**src/ast_defines.svh**
```systemverilog
// Timing counts, field positions and sizes for the serial transceiver.
// Assumes inclusion by bare name from the transceiver design file.
`ifndef AST_DEFINES_SVH
`define AST_DEFINES_SVH
`define AST_CLK_MHZ 250
`define AST_MAX_BPS 2000000
`define AST_FIFO_DEPTH 64
`define AST_TX_WIDTH 8
`define AST_RX_WIDTH 12
`define AST_BIT_FE 8
`define AST_BIT_PE 9
`define AST_BIT_BE 10
`define AST_BIT_OE 11
`define AST_INT_W 16
`define AST_FRAC_W 6
`define AST_OVS_NORMAL 5'h10
`define AST_OVS_FAST 5'h08
`define AST_START_CHECK 4'h7
`endif

```
**src/ast_pkg.sv**
```systemverilog
// Types shared by the serial transceiver.
// Assumes ast_defines.svh is on the include path.
package ast_pkg;
	// Line format: length code 0..3 means 5..8 bits
	typedef struct packed {
		logic [1:0] word_len;
		logic parity_en;
		logic even_sel;
		logic stick_sel;
		logic two_stop;
		logic send_break;
	} ast_line_t;
	// Receive FIFO entry
	typedef struct packed {
		logic overrun;
		logic brk;
		logic parity_err;
		logic frame_err;
		logic [7:0] data;
	} ast_rx_entry_t;
endpackage : ast_pkg

```
**src/ast_uart.sv**
```systemverilog
// Asynchronous serial transceiver: tick generator, transmitter, receiver.
// Assumes RXD and CTS_N arrive from pins; user ports are on CLK.
`include "ast_defines.svh"
`timescale 1ns/1ps
module ast_uart #(
	parameter int DEPTH = `AST_FIFO_DEPTH
) (
	// Clock and reset
	input wire logic CLK,
	input wire logic RST,
	// Configuration
	input wire logic ENABLE,
	input wire logic FIFO_ENABLE,
	input wire logic [`AST_INT_W-1:0] DIVISOR_INTEGER,
	input wire logic [`AST_FRAC_W-1:0] DIVISOR_FRACTION,
	input wire logic OVERSAMPLE_SELECT,
	input wire ast_pkg::ast_line_t TX_LINE_CONTROL,
	input wire ast_pkg::ast_line_t RX_LINE_CONTROL,
	input wire logic RTS_FLOW_ENABLE,
	input wire logic CTS_FLOW_ENABLE,
	input wire logic [$clog2(DEPTH):0] RX_WATERMARK,
	input wire logic XOFF_HOLD,
	// Transmit data
	input wire logic TX_VALID,
	output logic TX_READY,
	input wire logic [7:0] TX_DATA,
	// Receive data
	output logic RX_VALID,
	input wire logic RX_READY,
	output ast_pkg::ast_rx_entry_t RX_DATA,
	// Status
	output logic BUSY,
	output logic [$clog2(DEPTH):0] RX_LEVEL,
	// Serial pins
	input wire logic RXD,
	output logic TXD,
	input wire logic CTS_N,
	output logic RTS_N
);
	localparam int LW = $clog2(DEPTH) + 1;
	localparam logic [LW-1:0] ONE = LW'(1);
	localparam logic [LW-1:0] FULL = LW'(DEPTH);

	////////////////////////////////////////////////////////////////////////////
	// Pin synchronisers
	logic rx_meta;
	logic rx_sync;
	logic cts_meta;
	logic cts_sync;
	always_ff @(posedge CLK) begin
		if (RST) begin
			rx_meta <= 1'b1;
			rx_sync <= 1'b1;
			cts_meta <= 1'b1;
			cts_sync <= 1'b1;
		end else begin
			rx_meta <= RXD;
			rx_sync <= rx_meta;
			cts_meta <= CTS_N;
			cts_sync <= cts_meta;
		end
	end

	////////////////////////////////////////////////////////////////////////////
	// Fractional oversample tick: period integer + fraction/64 clocks
	logic [`AST_INT_W-1:0] div_cnt;
	logic [`AST_FRAC_W-1:0] frac_acc;
	logic [`AST_FRAC_W:0] frac_sum;
	logic oversample_tick;
	logic [4:0] ovs_len;
	assign frac_sum = {1'b0, frac_acc} + {1'b0, DIVISOR_FRACTION};
	assign ovs_len = OVERSAMPLE_SELECT ? `AST_OVS_FAST : `AST_OVS_NORMAL;
	// One-clock tick, stretched by a clock when the fraction carries
	always_ff @(posedge CLK) begin
		if (RST) begin
			div_cnt <= '0;
			frac_acc <= '0;
			oversample_tick <= 1'b0;
		end else begin
			oversample_tick <= 1'b0;
			if (div_cnt <= 16'h0001) begin
				oversample_tick <= (DIVISOR_INTEGER != '0);
				frac_acc <= frac_sum[`AST_FRAC_W-1:0];
				div_cnt <= frac_sum[`AST_FRAC_W] ? DIVISOR_INTEGER + 16'h0001 : DIVISOR_INTEGER;
			end else begin
				div_cnt <= div_cnt - 16'h0001;
			end
		end
	end

	// Data bit count for the given length code, 5 to 8; excludes start, parity and stop
	function automatic logic [3:0] data_bits(input logic [1:0] code);
		data_bits = 4'h5 + {2'b00, code};
	endfunction : data_bits

	// Parity bit for a byte masked to the character length
	function automatic logic parity_of(input logic [7:0] d, input ast_pkg::ast_line_t lc);
		logic [7:0] m;
		m = 8'hff >> (2'h3 - lc.word_len);
		if (lc.stick_sel) begin
			parity_of = !lc.even_sel;
		end else begin
			parity_of = (^(d & m)) ^ !lc.even_sel;
		end
	endfunction : parity_of

	////////////////////////////////////////////////////////////////////////////
	// Transmit FIFO
	logic tx_out_valid;
	logic tx_pop;
	logic [7:0] tx_head;
	logic [LW-1:0] tx_level;
	logic tx_in_ready;
	ast_fifo #(.WIDTH(`AST_TX_WIDTH), .DEPTH(DEPTH)) u_tx_fifo (
		.clk(CLK),
		.rst(RST),
		.limit(FIFO_ENABLE ? FULL : ONE),
		.in_valid(TX_VALID),
		.in_ready(tx_in_ready),
		.in_data(TX_DATA),
		.out_valid(tx_out_valid),
		.out_ready(tx_pop),
		.out_data(tx_head),
		.level(tx_level)
	);
	assign TX_READY = tx_in_ready;

	////////////////////////////////////////////////////////////////////////////
	// Transmitter
	typedef enum logic [2:0] {TX_IDLE, TX_START, TX_DATA_S, TX_PAR, TX_STOP} ast_tx_state_t;
	ast_tx_state_t tx_state;
	logic [4:0] tx_tick;
	logic [7:0] tx_shift;
	logic [3:0] tx_bit;
	logic tx_par;
	logic tx_line;
	logic tx_bit_end;
	logic tx_go;
	assign tx_bit_end = oversample_tick && (tx_tick == ovs_len - 5'h01);
	// Start only when enabled, data waits, peer allows, no soft hold
	assign tx_go = ENABLE && tx_out_valid && !(CTS_FLOW_ENABLE && cts_sync) && !XOFF_HOLD;
	assign tx_pop = (tx_state == TX_IDLE) && tx_go;
	always_ff @(posedge CLK) begin
		if (RST) begin
			tx_state <= TX_IDLE;
			tx_tick <= '0;
			tx_shift <= '0;
			tx_bit <= '0;
			tx_par <= 1'b0;
			tx_line <= 1'b1;
		end else begin
			if (oversample_tick) begin
				tx_tick <= tx_bit_end ? 5'h00 : tx_tick + 5'h01;
			end
			unique case (tx_state)
				TX_IDLE: begin
					tx_line <= 1'b1;
					if (tx_go) begin
						tx_shift <= tx_head;
						tx_par <= parity_of(tx_head, TX_LINE_CONTROL);
						tx_tick <= '0;
						tx_line <= 1'b0;
						tx_state <= TX_START;
					end
				end
				TX_START: begin
					if (tx_bit_end) begin
						tx_line <= tx_shift[0];
						tx_shift <= tx_shift >> 1;
						tx_bit <= 4'h1;
						tx_state <= TX_DATA_S;
					end
				end
				TX_DATA_S: begin
					if (tx_bit_end) begin
						if (tx_bit == data_bits(TX_LINE_CONTROL.word_len)) begin
							tx_line <= TX_LINE_CONTROL.parity_en ? tx_par : 1'b1;
							tx_bit <= '0;
							tx_state <= TX_LINE_CONTROL.parity_en ? TX_PAR : TX_STOP;
						end else begin
							tx_line <= tx_shift[0];
							tx_shift <= tx_shift >> 1;
							tx_bit <= tx_bit + 4'h1;
						end
					end
				end
				TX_PAR: begin
					if (tx_bit_end) begin
						tx_line <= 1'b1;
						tx_state <= TX_STOP;
					end
				end
				TX_STOP: begin
					if (tx_bit_end) begin
						if (TX_LINE_CONTROL.two_stop && tx_bit == 4'h0) begin
							tx_bit <= 4'h1;
						end else begin
							tx_bit <= '0;
							tx_state <= TX_IDLE;
						end
					end
				end
			endcase
		end
	end
	// Line output with forced break
	always_ff @(posedge CLK) begin
		if (RST) begin
			TXD <= 1'b1;
		end else begin
			TXD <= tx_line && !TX_LINE_CONTROL.send_break;
		end
	end
	// Busy while data queued or a frame on the wire, enable ignored
	always_ff @(posedge CLK) begin
		if (RST) begin
			BUSY <= 1'b0;
		end else begin
			BUSY <= TX_VALID || tx_out_valid || (tx_state != TX_IDLE && !tx_pop);
		end
	end

	////////////////////////////////////////////////////////////////////////////
	// Receiver
	typedef enum logic [1:0] {RX_IDLE, RX_START, RX_BITS} ast_rx_state_t;
	ast_rx_state_t rx_state;
	logic [4:0] rx_tick;
	logic [3:0] rx_bit;
	logic [3:0] rx_total;
	logic [7:0] rx_shift;
	logic [2:0] rx_votes;
	logic rx_par_got;
	logic rx_zero;
	logic rx_done;
	logic rx_prev;
	logic pend_overrun;
	ast_pkg::ast_rx_entry_t rx_word;
	logic rx_in_ready;
	logic [4:0] mid;
	logic vote;
	assign mid = ovs_len >> 1;
	assign vote = (rx_votes[0] & rx_votes[1]) | (rx_votes[1] & rx_votes[2]) | (rx_votes[0] & rx_votes[2]);
	// Data, optional parity, one stop
	assign rx_total = data_bits(RX_LINE_CONTROL.word_len) + {3'b000, RX_LINE_CONTROL.parity_en} + 4'h1;
	always_ff @(posedge CLK) begin
		if (RST) begin
			rx_state <= RX_IDLE;
			rx_tick <= '0;
			rx_bit <= '0;
			rx_shift <= '0;
			rx_votes <= 3'h7;
			rx_par_got <= 1'b0;
			rx_zero <= 1'b1;
			rx_done <= 1'b0;
			rx_prev <= 1'b1;
			rx_word <= '0;
		end else begin
			rx_done <= 1'b0;
			rx_prev <= rx_sync;
			unique case (rx_state)
				RX_IDLE: begin
					if (ENABLE && rx_prev && !rx_sync) begin
						rx_tick <= '0;
						rx_state <= RX_START;
					end
				end
				RX_START: begin
					if (oversample_tick) begin
						rx_tick <= rx_tick + 5'h01;
						if (rx_tick == {1'b0, `AST_START_CHECK} && rx_sync) begin
							rx_state <= RX_IDLE;
						end else if (rx_tick == ovs_len - 5'h01) begin
							// Start bit over: bit timing restarts at the first data bit
							rx_tick <= '0;
							rx_bit <= '0;
							rx_zero <= 1'b1;
							rx_state <= RX_BITS;
						end
					end
				end
				RX_BITS: begin
					if (oversample_tick) begin
						rx_tick <= (rx_tick == ovs_len - 5'h01) ? 5'h00 : rx_tick + 5'h01;
						// Three samples centred on the bit middle
						if (rx_tick == mid - 5'h02 || rx_tick == mid - 5'h01 || rx_tick == mid) begin
							rx_votes <= {rx_votes[1:0], rx_sync};
						end
						if (rx_tick == mid + 5'h01) begin
							rx_bit <= rx_bit + 4'h1;
							if (vote) begin
								rx_zero <= 1'b0;
							end
							if (rx_bit < data_bits(RX_LINE_CONTROL.word_len)) begin
								rx_shift <= {vote, rx_shift[7:1]};
							end else if (rx_bit + 4'h1 < rx_total) begin
								rx_par_got <= vote;
							end
							if (rx_bit + 4'h1 == rx_total) begin
								// Align short characters to bit 0
								rx_word.data <= rx_shift >> (2'h3 - RX_LINE_CONTROL.word_len);
								rx_word.frame_err <= !vote;
								rx_word.parity_err <= RX_LINE_CONTROL.parity_en &&
									(rx_par_got != parity_of(rx_shift >> (2'h3 - RX_LINE_CONTROL.word_len), RX_LINE_CONTROL));
								rx_word.brk <= rx_zero && !vote;
								rx_done <= 1'b1;
								// Idle after every frame; a line held low gives no new edge
								rx_state <= RX_IDLE;
								rx_tick <= '0;
							end
						end
					end
				end
				default: rx_state <= RX_IDLE;
			endcase
		end
	end
	logic rx_room;
	// Disabled buffering counts the output stage as the single holding entry
	assign rx_room = rx_in_ready && (FIFO_ENABLE || !RX_VALID);
	// Overrun latched when the FIFO cannot take a completed character
	always_ff @(posedge CLK) begin
		if (RST) begin
			pend_overrun <= 1'b0;
		end else if (rx_done) begin
			pend_overrun <= !rx_room;
		end
	end
	logic rx_push;
	assign rx_push = rx_done && rx_room;
	// Receive FIFO
	ast_pkg::ast_rx_entry_t rx_entry;
	logic [`AST_RX_WIDTH-1:0] rx_out;
	logic rx_out_valid;
	logic rx_pop;
	always_comb begin
		rx_entry = rx_word;
		rx_entry.overrun = pend_overrun;
	end
	ast_fifo #(.WIDTH(`AST_RX_WIDTH), .DEPTH(DEPTH)) u_rx_fifo (
		.clk(CLK),
		.rst(RST),
		.limit(FIFO_ENABLE ? FULL : ONE),
		.in_valid(rx_push),
		.in_ready(rx_in_ready),
		.in_data(rx_entry),
		.out_valid(rx_out_valid),
		.out_ready(rx_pop),
		.out_data(rx_out),
		.level(RX_LEVEL)
	);
	// Registered output stage, refilled when the consumer takes the word
	assign rx_pop = rx_out_valid && (!RX_VALID || RX_READY);
	always_ff @(posedge CLK) begin
		if (RST) begin
			RX_VALID <= 1'b0;
			RX_DATA <= '0;
		end else if (!RX_VALID || RX_READY) begin
			RX_VALID <= rx_out_valid;
			RX_DATA <= rx_out;
		end
	end
	// Request to send, active low pin
	always_ff @(posedge CLK) begin
		if (RST) begin
			RTS_N <= 1'b1;
		end else begin
			RTS_N <= RTS_FLOW_ENABLE ? (RX_LEVEL >= RX_WATERMARK) : 1'b0;
		end
	end
endmodule : ast_uart

```
**src/ast_fifo.sv**
```systemverilog
// Synchronous FIFO with valid/ready on both sides.
// Assumes one clock and a synchronous active-high reset.
`timescale 1ns/1ps
module ast_fifo #(
	parameter int WIDTH = 8,
	parameter int DEPTH = 64
) (
	// Clock and reset
	input wire logic clk,
	input wire logic rst,
	// Limit of usable entries (1 models a holding register)
	input wire logic [$clog2(DEPTH):0] limit,
	// Fill side
	input wire logic in_valid,
	output logic in_ready,
	input wire logic [WIDTH-1:0] in_data,
	// Drain side
	output logic out_valid,
	input wire logic out_ready,
	output logic [WIDTH-1:0] out_data,
	output logic [$clog2(DEPTH):0] level
);
	localparam int AW = $clog2(DEPTH);
	logic [WIDTH-1:0] mem [DEPTH];
	logic [AW-1:0] wr_ptr;
	logic [AW-1:0] rd_ptr;
	logic push;
	logic pop;
	assign in_ready = (level < limit);
	assign out_valid = (level != '0);
	assign out_data = mem[rd_ptr];
	assign push = in_valid && in_ready;
	assign pop = out_valid && out_ready;
	// Storage
	always_ff @(posedge clk) begin
		if (push) begin
			mem[wr_ptr] <= in_data;
		end
	end
	// Pointers and level
	always_ff @(posedge clk) begin
		if (rst) begin
			wr_ptr <= '0;
			rd_ptr <= '0;
			level <= '0;
		end else begin
			if (push) begin
				wr_ptr <= wr_ptr + 1'b1;
			end
			if (pop) begin
				rd_ptr <= rd_ptr + 1'b1;
			end
			if (push && !pop) begin
				level <= level + 1'b1;
			end else if (pop && !push) begin
				level <= level - 1'b1;
			end
		end
	end
endmodule : ast_fifo

```
**config.mk**
```make
export PLATFORM = sky130hd
export DESIGN_NAME = ast_uart
export DESIGN_NICKNAME = d
export VERILOG_FILES = /design/src/ast_pkg.sv /design/src/ast_uart.sv /design/src/ast_fifo.sv
export VERILOG_INCLUDE_DIRS = /design/src
export SDC_FILE = /design/constraint.sdc
export NUM_CORES = 2
export LEC_CHECK = 0
export ABC_AREA = 1
export BUFFER_PORTS_ARGS = -buffer_cell sky130_fd_sc_hd__buf_2
export CORE_ASPECT_RATIO = 1.2
export CORE_UTILIZATION = 55
export DETAILED_ROUTE_END_ITERATION = 6
export GPL_TIMING_DRIVEN = 0
export PLACE_DENSITY_LB_ADDON = 0.25
export SLEW_MARGIN = 25
export SYNTH_ARGS = -nofsm -noshare
export SYNTH_HDL_FRONTEND = slang
export SYNTH_SLANG_ARGS = --single-unit
```
**constraint.sdc**
```tcl
create_clock -name CLK -period 5.55 [get_ports CLK]
set_input_delay 0.555 -clock CLK [delete_from_list [all_inputs] [get_ports CLK]]
set_output_delay 0.555 -clock CLK [all_outputs]
set_load 0.01 [all_outputs]
```
# After elaboration in Yosys (flattened, before gate mapping)
# Memories as Yosys holds them, arrays and structs flattened. A register that Yosys moved wholly into a read port is not among the register bits.
# Index checks and enable logic that the tools add are counted.
# op_classes
n_addsub	25
order_cmp	6
eq_ne	33
shifts	3
muxes	83
bitwise_logic	14
reduce_logical	76
# ops
cell	n
$mux 5	12
$mux 4	9
$mux 7	5
$mux 16	2
$mux 8	4
$ne 2x2->1 const B	16
$mux 1	26
$eq 5x5->1	5
$logic_and 1x1->1	25
$add 6x1->6 const B	4
$mux 3	8
$pmux 8 s3	1
$reduce_and 4->1	5
$add 16x1->16 const B	1
$and 8x8->8	2
$le 16x1->1 const B	1
$reduce_bool 16->1	1
$reduce_xor 8->1	2
$shr 8x2->8 const A	2
$sub 16x1->16 const B	1
$pmux 3 s5	1
$pmux 5 s3	1
$add 7x1->7 const B	2
$logic_not 1->1	14
other kinds (51)	90
# totals
register_bits	129
ram_bits	1280
wordCells	279
memories	2
# mem_list
memory	depth	width	rd	rd_clocked_by_memory_dff	wr	line	source
u_rx_fifo.mem	64	12	1	1	1	ast_fifo.sv:24	logic [WIDTH-1:0] mem [DEPTH];
u_tx_fifo.mem	64	8	1	1	1	ast_fifo.sv:24	

# Logic depth before layout (Yosys ltp)
# depth
word_depth	13
ltp_mapped	24
mapped_depth_nobuf	24

# Hierarchy
# From an unflattened synthesis, not the netlist that was laid out.
# hier_totals
hier_cells	5734
hier_area_um2	61524.0
# modules_own_cells
module	instances	cells_each	area_each_um2	seq_area_each_um2
ast_fifo at u_rx_fifo	1	2834	32720.1	23562.6
ast_fifo at u_tx_fifo	1	1982	22369.0	15875.2
ast_uart	1	918	6434.9	2062.0

# Least setup slack after synthesis
# No wires, ideal clock.
# synth_timing
kind	input to register
startpoint	input port TX_LINE_CONTROL[5] (netlist name)
endpoint	register u_tx_fifo.level[6]
arrival_ps	3359
required_time_ps	5431
setup_slack_ps	2072
stages	24
n_path_buf	0
path_cell_list	inv_1 > ha_1 > xnor2_1 > nand4_1 > nand2_1 > inv_1 > nor3_1 > nor2_1 > inv_2 > nor2_4 > inv_2 > ha_1 > inv_1 > ha_1 > a21oi_1 > and2_1 > inv_1 > a21oi_1 > inv_1 > a21oi_1 > o21ai_0 > a21o_1 > o21ai_0 > a21oi_1
# synth_rtl
element	line	source
start, declared	ast_uart.sv:17	input wire ast_pkg::ast_line_t TX_LINE_CONTROL,
end signal, assigned	ast_fifo.sv:54	level <= level + 1'b1;
end signal, assigned	ast_fifo.sv:56	level <= level - 1'b1;
end, declared	ast_fifo.sv:21	output logic [$clog2(DEPTH):0] level

==> impl_metrics.py <==
metrics = {
    "cts": {
        "cts_tree": "yes",
        "clk_pin_slew_ns": 0.06,
        "cts_root_buffer": "clkbuf_16",
        "cts-buffers-inserted": 140,
        "clock-sinks": 1427,
        "cts.repair.resized": 0,
        "htreeDepth": 4,
        "clock_latency_ns": 0.78,
        "clock_path_buffers": 3,
    },
    "route": {
        "wl_mm": 214,
        "drc": 4,
        "antenna_left": 0,
        "viasPerCell": 6.41,
        "routedWlPerCell_um": 30.6,
        "drt-initial-drc-count": 6676,
        "routed-via-count": 44900,
        "drtPass1Iterations": 7,
    },
    "flow_run": {
        "cap_viol_max_count": 0,
    },
    "global_routing": {
        "grt_pass1_vias": 42800,
        "antenna_found_initial": 7,
        "grt_pass1_wl_mm": 300,
        "grtUsageTotal": 0.392,
        "grt_overflow": 0,
        "grt_max_degree": 66,
    },
    "finish": {
        "fin_util": 0.634,
        "syn_to_final_growth_pct": 13.9,
        "drive_gt1_frac": 0.115,
        "layout.nets": 5612,
        "fillers": 8129,
        "finalInstanceArea_um2": 67600,
        "multiInputGateArea_um2": 16200,
        "seq_area_um2": 41400,
    },
    "worst_setup_path": {
        "crit_type": "flop to flop",
        "critPathMaxFanout": 10,
        "cpMostUsedCell": "buf_2",
        "critical_path_arrival_ns": 5.14,
        "cp_top_family": "compound AO/OA/AOI/OAI gates",
        "crit_required_ns": 6.27,
        "crit_buf_inv": 5,
        "crit_path_top_delay_cell": "clkbuf_1",
        "cp_cell_sequence": "buf_2 > buf_2 > buf_2 > clkbuf_1 > o21ai_0 > o22ai_1 > nor2_1 > o211ai_1 > o21ai_1 > o22ai_1 > o21bai_1 > inv_1",
        "slowest_delay_ns": 0.93,
        "cp-end-kind": "flop",
        "startpoint_type": "flop",
    },
    "synth": {
        "yosys.area.top_type": "edfxtp_1",
        "syn_inst": 5186,
        "yosysTopAreaCellShare": 0.647,
        "ys_types": 58,
        "ys_ff_latch": 1427,
        "synthTopCellsByCount": "1280 x edfxtp_1, 792 x nand2_1, 757 x nor2_1, 600 x o21ai_0, 476 x nand3_1",
        "async_flop_share": 0,
        "synth_ff_type": "edfxtp_1",
        "yosysWarnings": 0,
        "synth_fp_nets": 5313,
        "synth_area_leaders": "edfxtp_1 65%, o21ai_0 5.1%, nand2_1 5.0%",
        "synth.most_common_cell": "edfxtp_1",
        "yosysSeqAreaShare": 0.697,
        "synth_edf_count": 1280,
        "syn_area_um2": 59400,
        "syn_avg_cell_area_um2": 11.4,
    },
    "placement": {
        "post-place-ws_ns": 1.10,
        "place_area_um2": 63300,
        "io_buffer_count": 83,
        "hpwlAfterDp_mm": 148,
        "place_congestion": 1.08,
    },
    "sta": {
        "setup_viol": 0,
        "period_share": 0.797,
        "setup_tns_ns": 0,
        "clock.fmax_mhz": 226,
        "maxSlewViolCount": 0,
        "tightest_slew_ns": 1.22,
        "setup_ws_ns": 1.13,
        "skew_ns": 0.0383,
        "hold_viol": 0,
        "layout_min_cycle_time_ns": 4.42,
        "rsz0062_at_grt": "false",
        "slew_headroom": 0.189,
    },
    "floorplanning": {
        "design.core.area_um2": 107000,
        "die_y_um": 362,
        "top_level_ports": 87,
        "start_util": 0.556,
        "dieArea_um2": 109000,
        "die_w_um": 302,
        "fp-row-count": 131,
    },
    "power": {
        "power.leakage_nw": 24.7,
        "power_density_nw_per_um2": 449,
        "power.total_w": 0.0303,
        "peakVddDrop_v": 0.000361,
    },
    "min_path": {
        "holdCritPathClass": "primary input to flop",
    },
    "run_status": {
        "status": "finished, violations left",
        "violations": "design-rule violations",
    },
}
-- sequential cells by signal, indices dropped and copies added (netlist names), 2 cells and up, named ones only --
signal            flops
rx_tick               5
RX_DATA              12
u_rx_fifo.level       7
u_rx_fifo.rd_ptr      6
rx_bit                4
u_rx_fifo.wr_ptr      6
tx_state              3
u_tx_fifo.rd_ptr      6
u_rx_fifo.mem       768
frac_acc              6
rx_votes              3
u_tx_fifo.level       7
u_tx_fifo.wr_ptr      6
u_tx_fifo.mem       512
div_cnt              16
rx_state              2
tx_tick               5
rx_entry             11
tx_shift              8
tx_bit                4
rx_shift              8
-- stage by stage --
| step | instances | hold slack, ns |
|---|---|---|
| 5_1_grt | 6991 | 0.0517 |
| 4_1_cts | 6991 | 0.0219 |
| 2_1_floorplan | 5186 | 0.389 |
| 3_3_place_gp | 6665 | 0.393 |
| 3_5_place_dp | 6735 | 0.397 |
| 6_report | 6994 | 0.0468 |
-- worst register-to-register path, delay by kind of cell, from the launching register on --
family                 cells  cell delay (ns)
AND/OR/NAND/NOR            1             0.11
AO/OA/AOI/OAI              6             2.02
buffers and inverters      5             1.87
flip-flops                 1             0.36
-- power breakdown --
| part | internal, W | total (W) | switching, W | leakage, nW |
|---|---|---|---|---|
| Clock | 0.00497 | 0.00908 | 0.00411 | 2.10 |
| Sequential | 0.0118 | 0.0121 | 0.000211 | 13.8 |
| Combinational | 0.00250 | 0.00919 | 0.00669 | 8.81 |
| Total | 0.0193 | 0.0303 | 0.0110 | 24.7 |
-- per-layer routing --
| layer | wire length, um | up-vias | track usage |
|---|---|---|---|
| met3 | 24800 | 890 | 0.0999 |
| met4 | 20800 | 4 | 0.319 |
| met1 | 71100 | 21600 | 0.459 |
| met5 | 28 | - | 0 |
| met2 | 97300 | 3252 | 0.611 |
| li1 | - | 19200 | - |
-- final cells by class --
| type | instances | share of cell area |
|---|---|---|
| buffer | 298 | 0.0229 |
| timing repair buffer | 157 | 0.0238 |
| antenna | 3 | 0.000111 |
| clock buffer | 174 | 0.0552 |
| tap | 1396 | 0.0258 |
| inverter | 218 | 0.0122 |
| multi-input combinational | 3243 | 0.239 |
| clock inverter | 78 | 0.00800 |
| sequential | 1427 | 0.613 |
-- kinds of logic after synthesis --
group | count (synthesis) | synth area share
xor gates and xnor gates | 43 | 0.00634
DFF | 1427 | 0.697
AOI/OAI and AO/OA | 1023 | 0.0954
adders and majority gates | 64 | 0.0140
buffers and inverters | 516 | 0.0400
and+or+nand+nor | 2113 | 0.147
-- layout by cell type, fill, tap and decap left out, drive strengths merged, types with 12 or more instances in the layout --
| master | synthesis | layout |
|---|---|---|
| xor2 | 26 | 26 |
| o221ai | 12 | 12 |
| edfxtp | 1280 | 1280 |
| o21ai | 609 | 609 |
| clkinv | 5 | 70 |
| nand4 | 25 | 25 |
| nor2 | 761 | 761 |
| ha | 60 | 60 |
| a211oi | 16 | 16 |
| xnor2 | 17 | 17 |
| nand3 | 477 | 477 |
| nand2 | 795 | 795 |
| dfxtp | 147 | 147 |
| a21oi | 99 | 99 |
| inv | 213 | 217 |
| o22ai | 233 | 233 |
| buf | 152 | 305 |
| clkbuf | 146 | 320 |
| nor3 | 32 | 32 |
-- path summary, 6_finish.rpt --
check / start / endpoint / slack (ns) / cells after the start
worst max register to register: u_rx_fifo.rd_ptr[0]$_SDFFE_PP0P_ / RX_DATA[5]$_SDFFE_PP0N_ / 1.13 / 12
worst max-delay path: u_rx_fifo.rd_ptr[0]$_SDFFE_PP0P_ / RX_DATA[5]$_SDFFE_PP0N_ / 1.13 / 12
worst min register to register: cts_meta$_SDFF_PP1_ / cts_sync$_SDFF_PP1_ / 0.41 / 1
worst min-delay path: RX_LINE_CONTROL[4] / rx_entry[9]$_SDFFE_PP0P_ / 0.05 / 3
-- what timing repair did --
item | 4_1_cts | 5_1_grt
endpoints found under the hold margin | 4 | 0
setup buffers | 0 | 0
hold buffers | 4 | 0
Note: power is estimated with default switching activity, not from simulation.
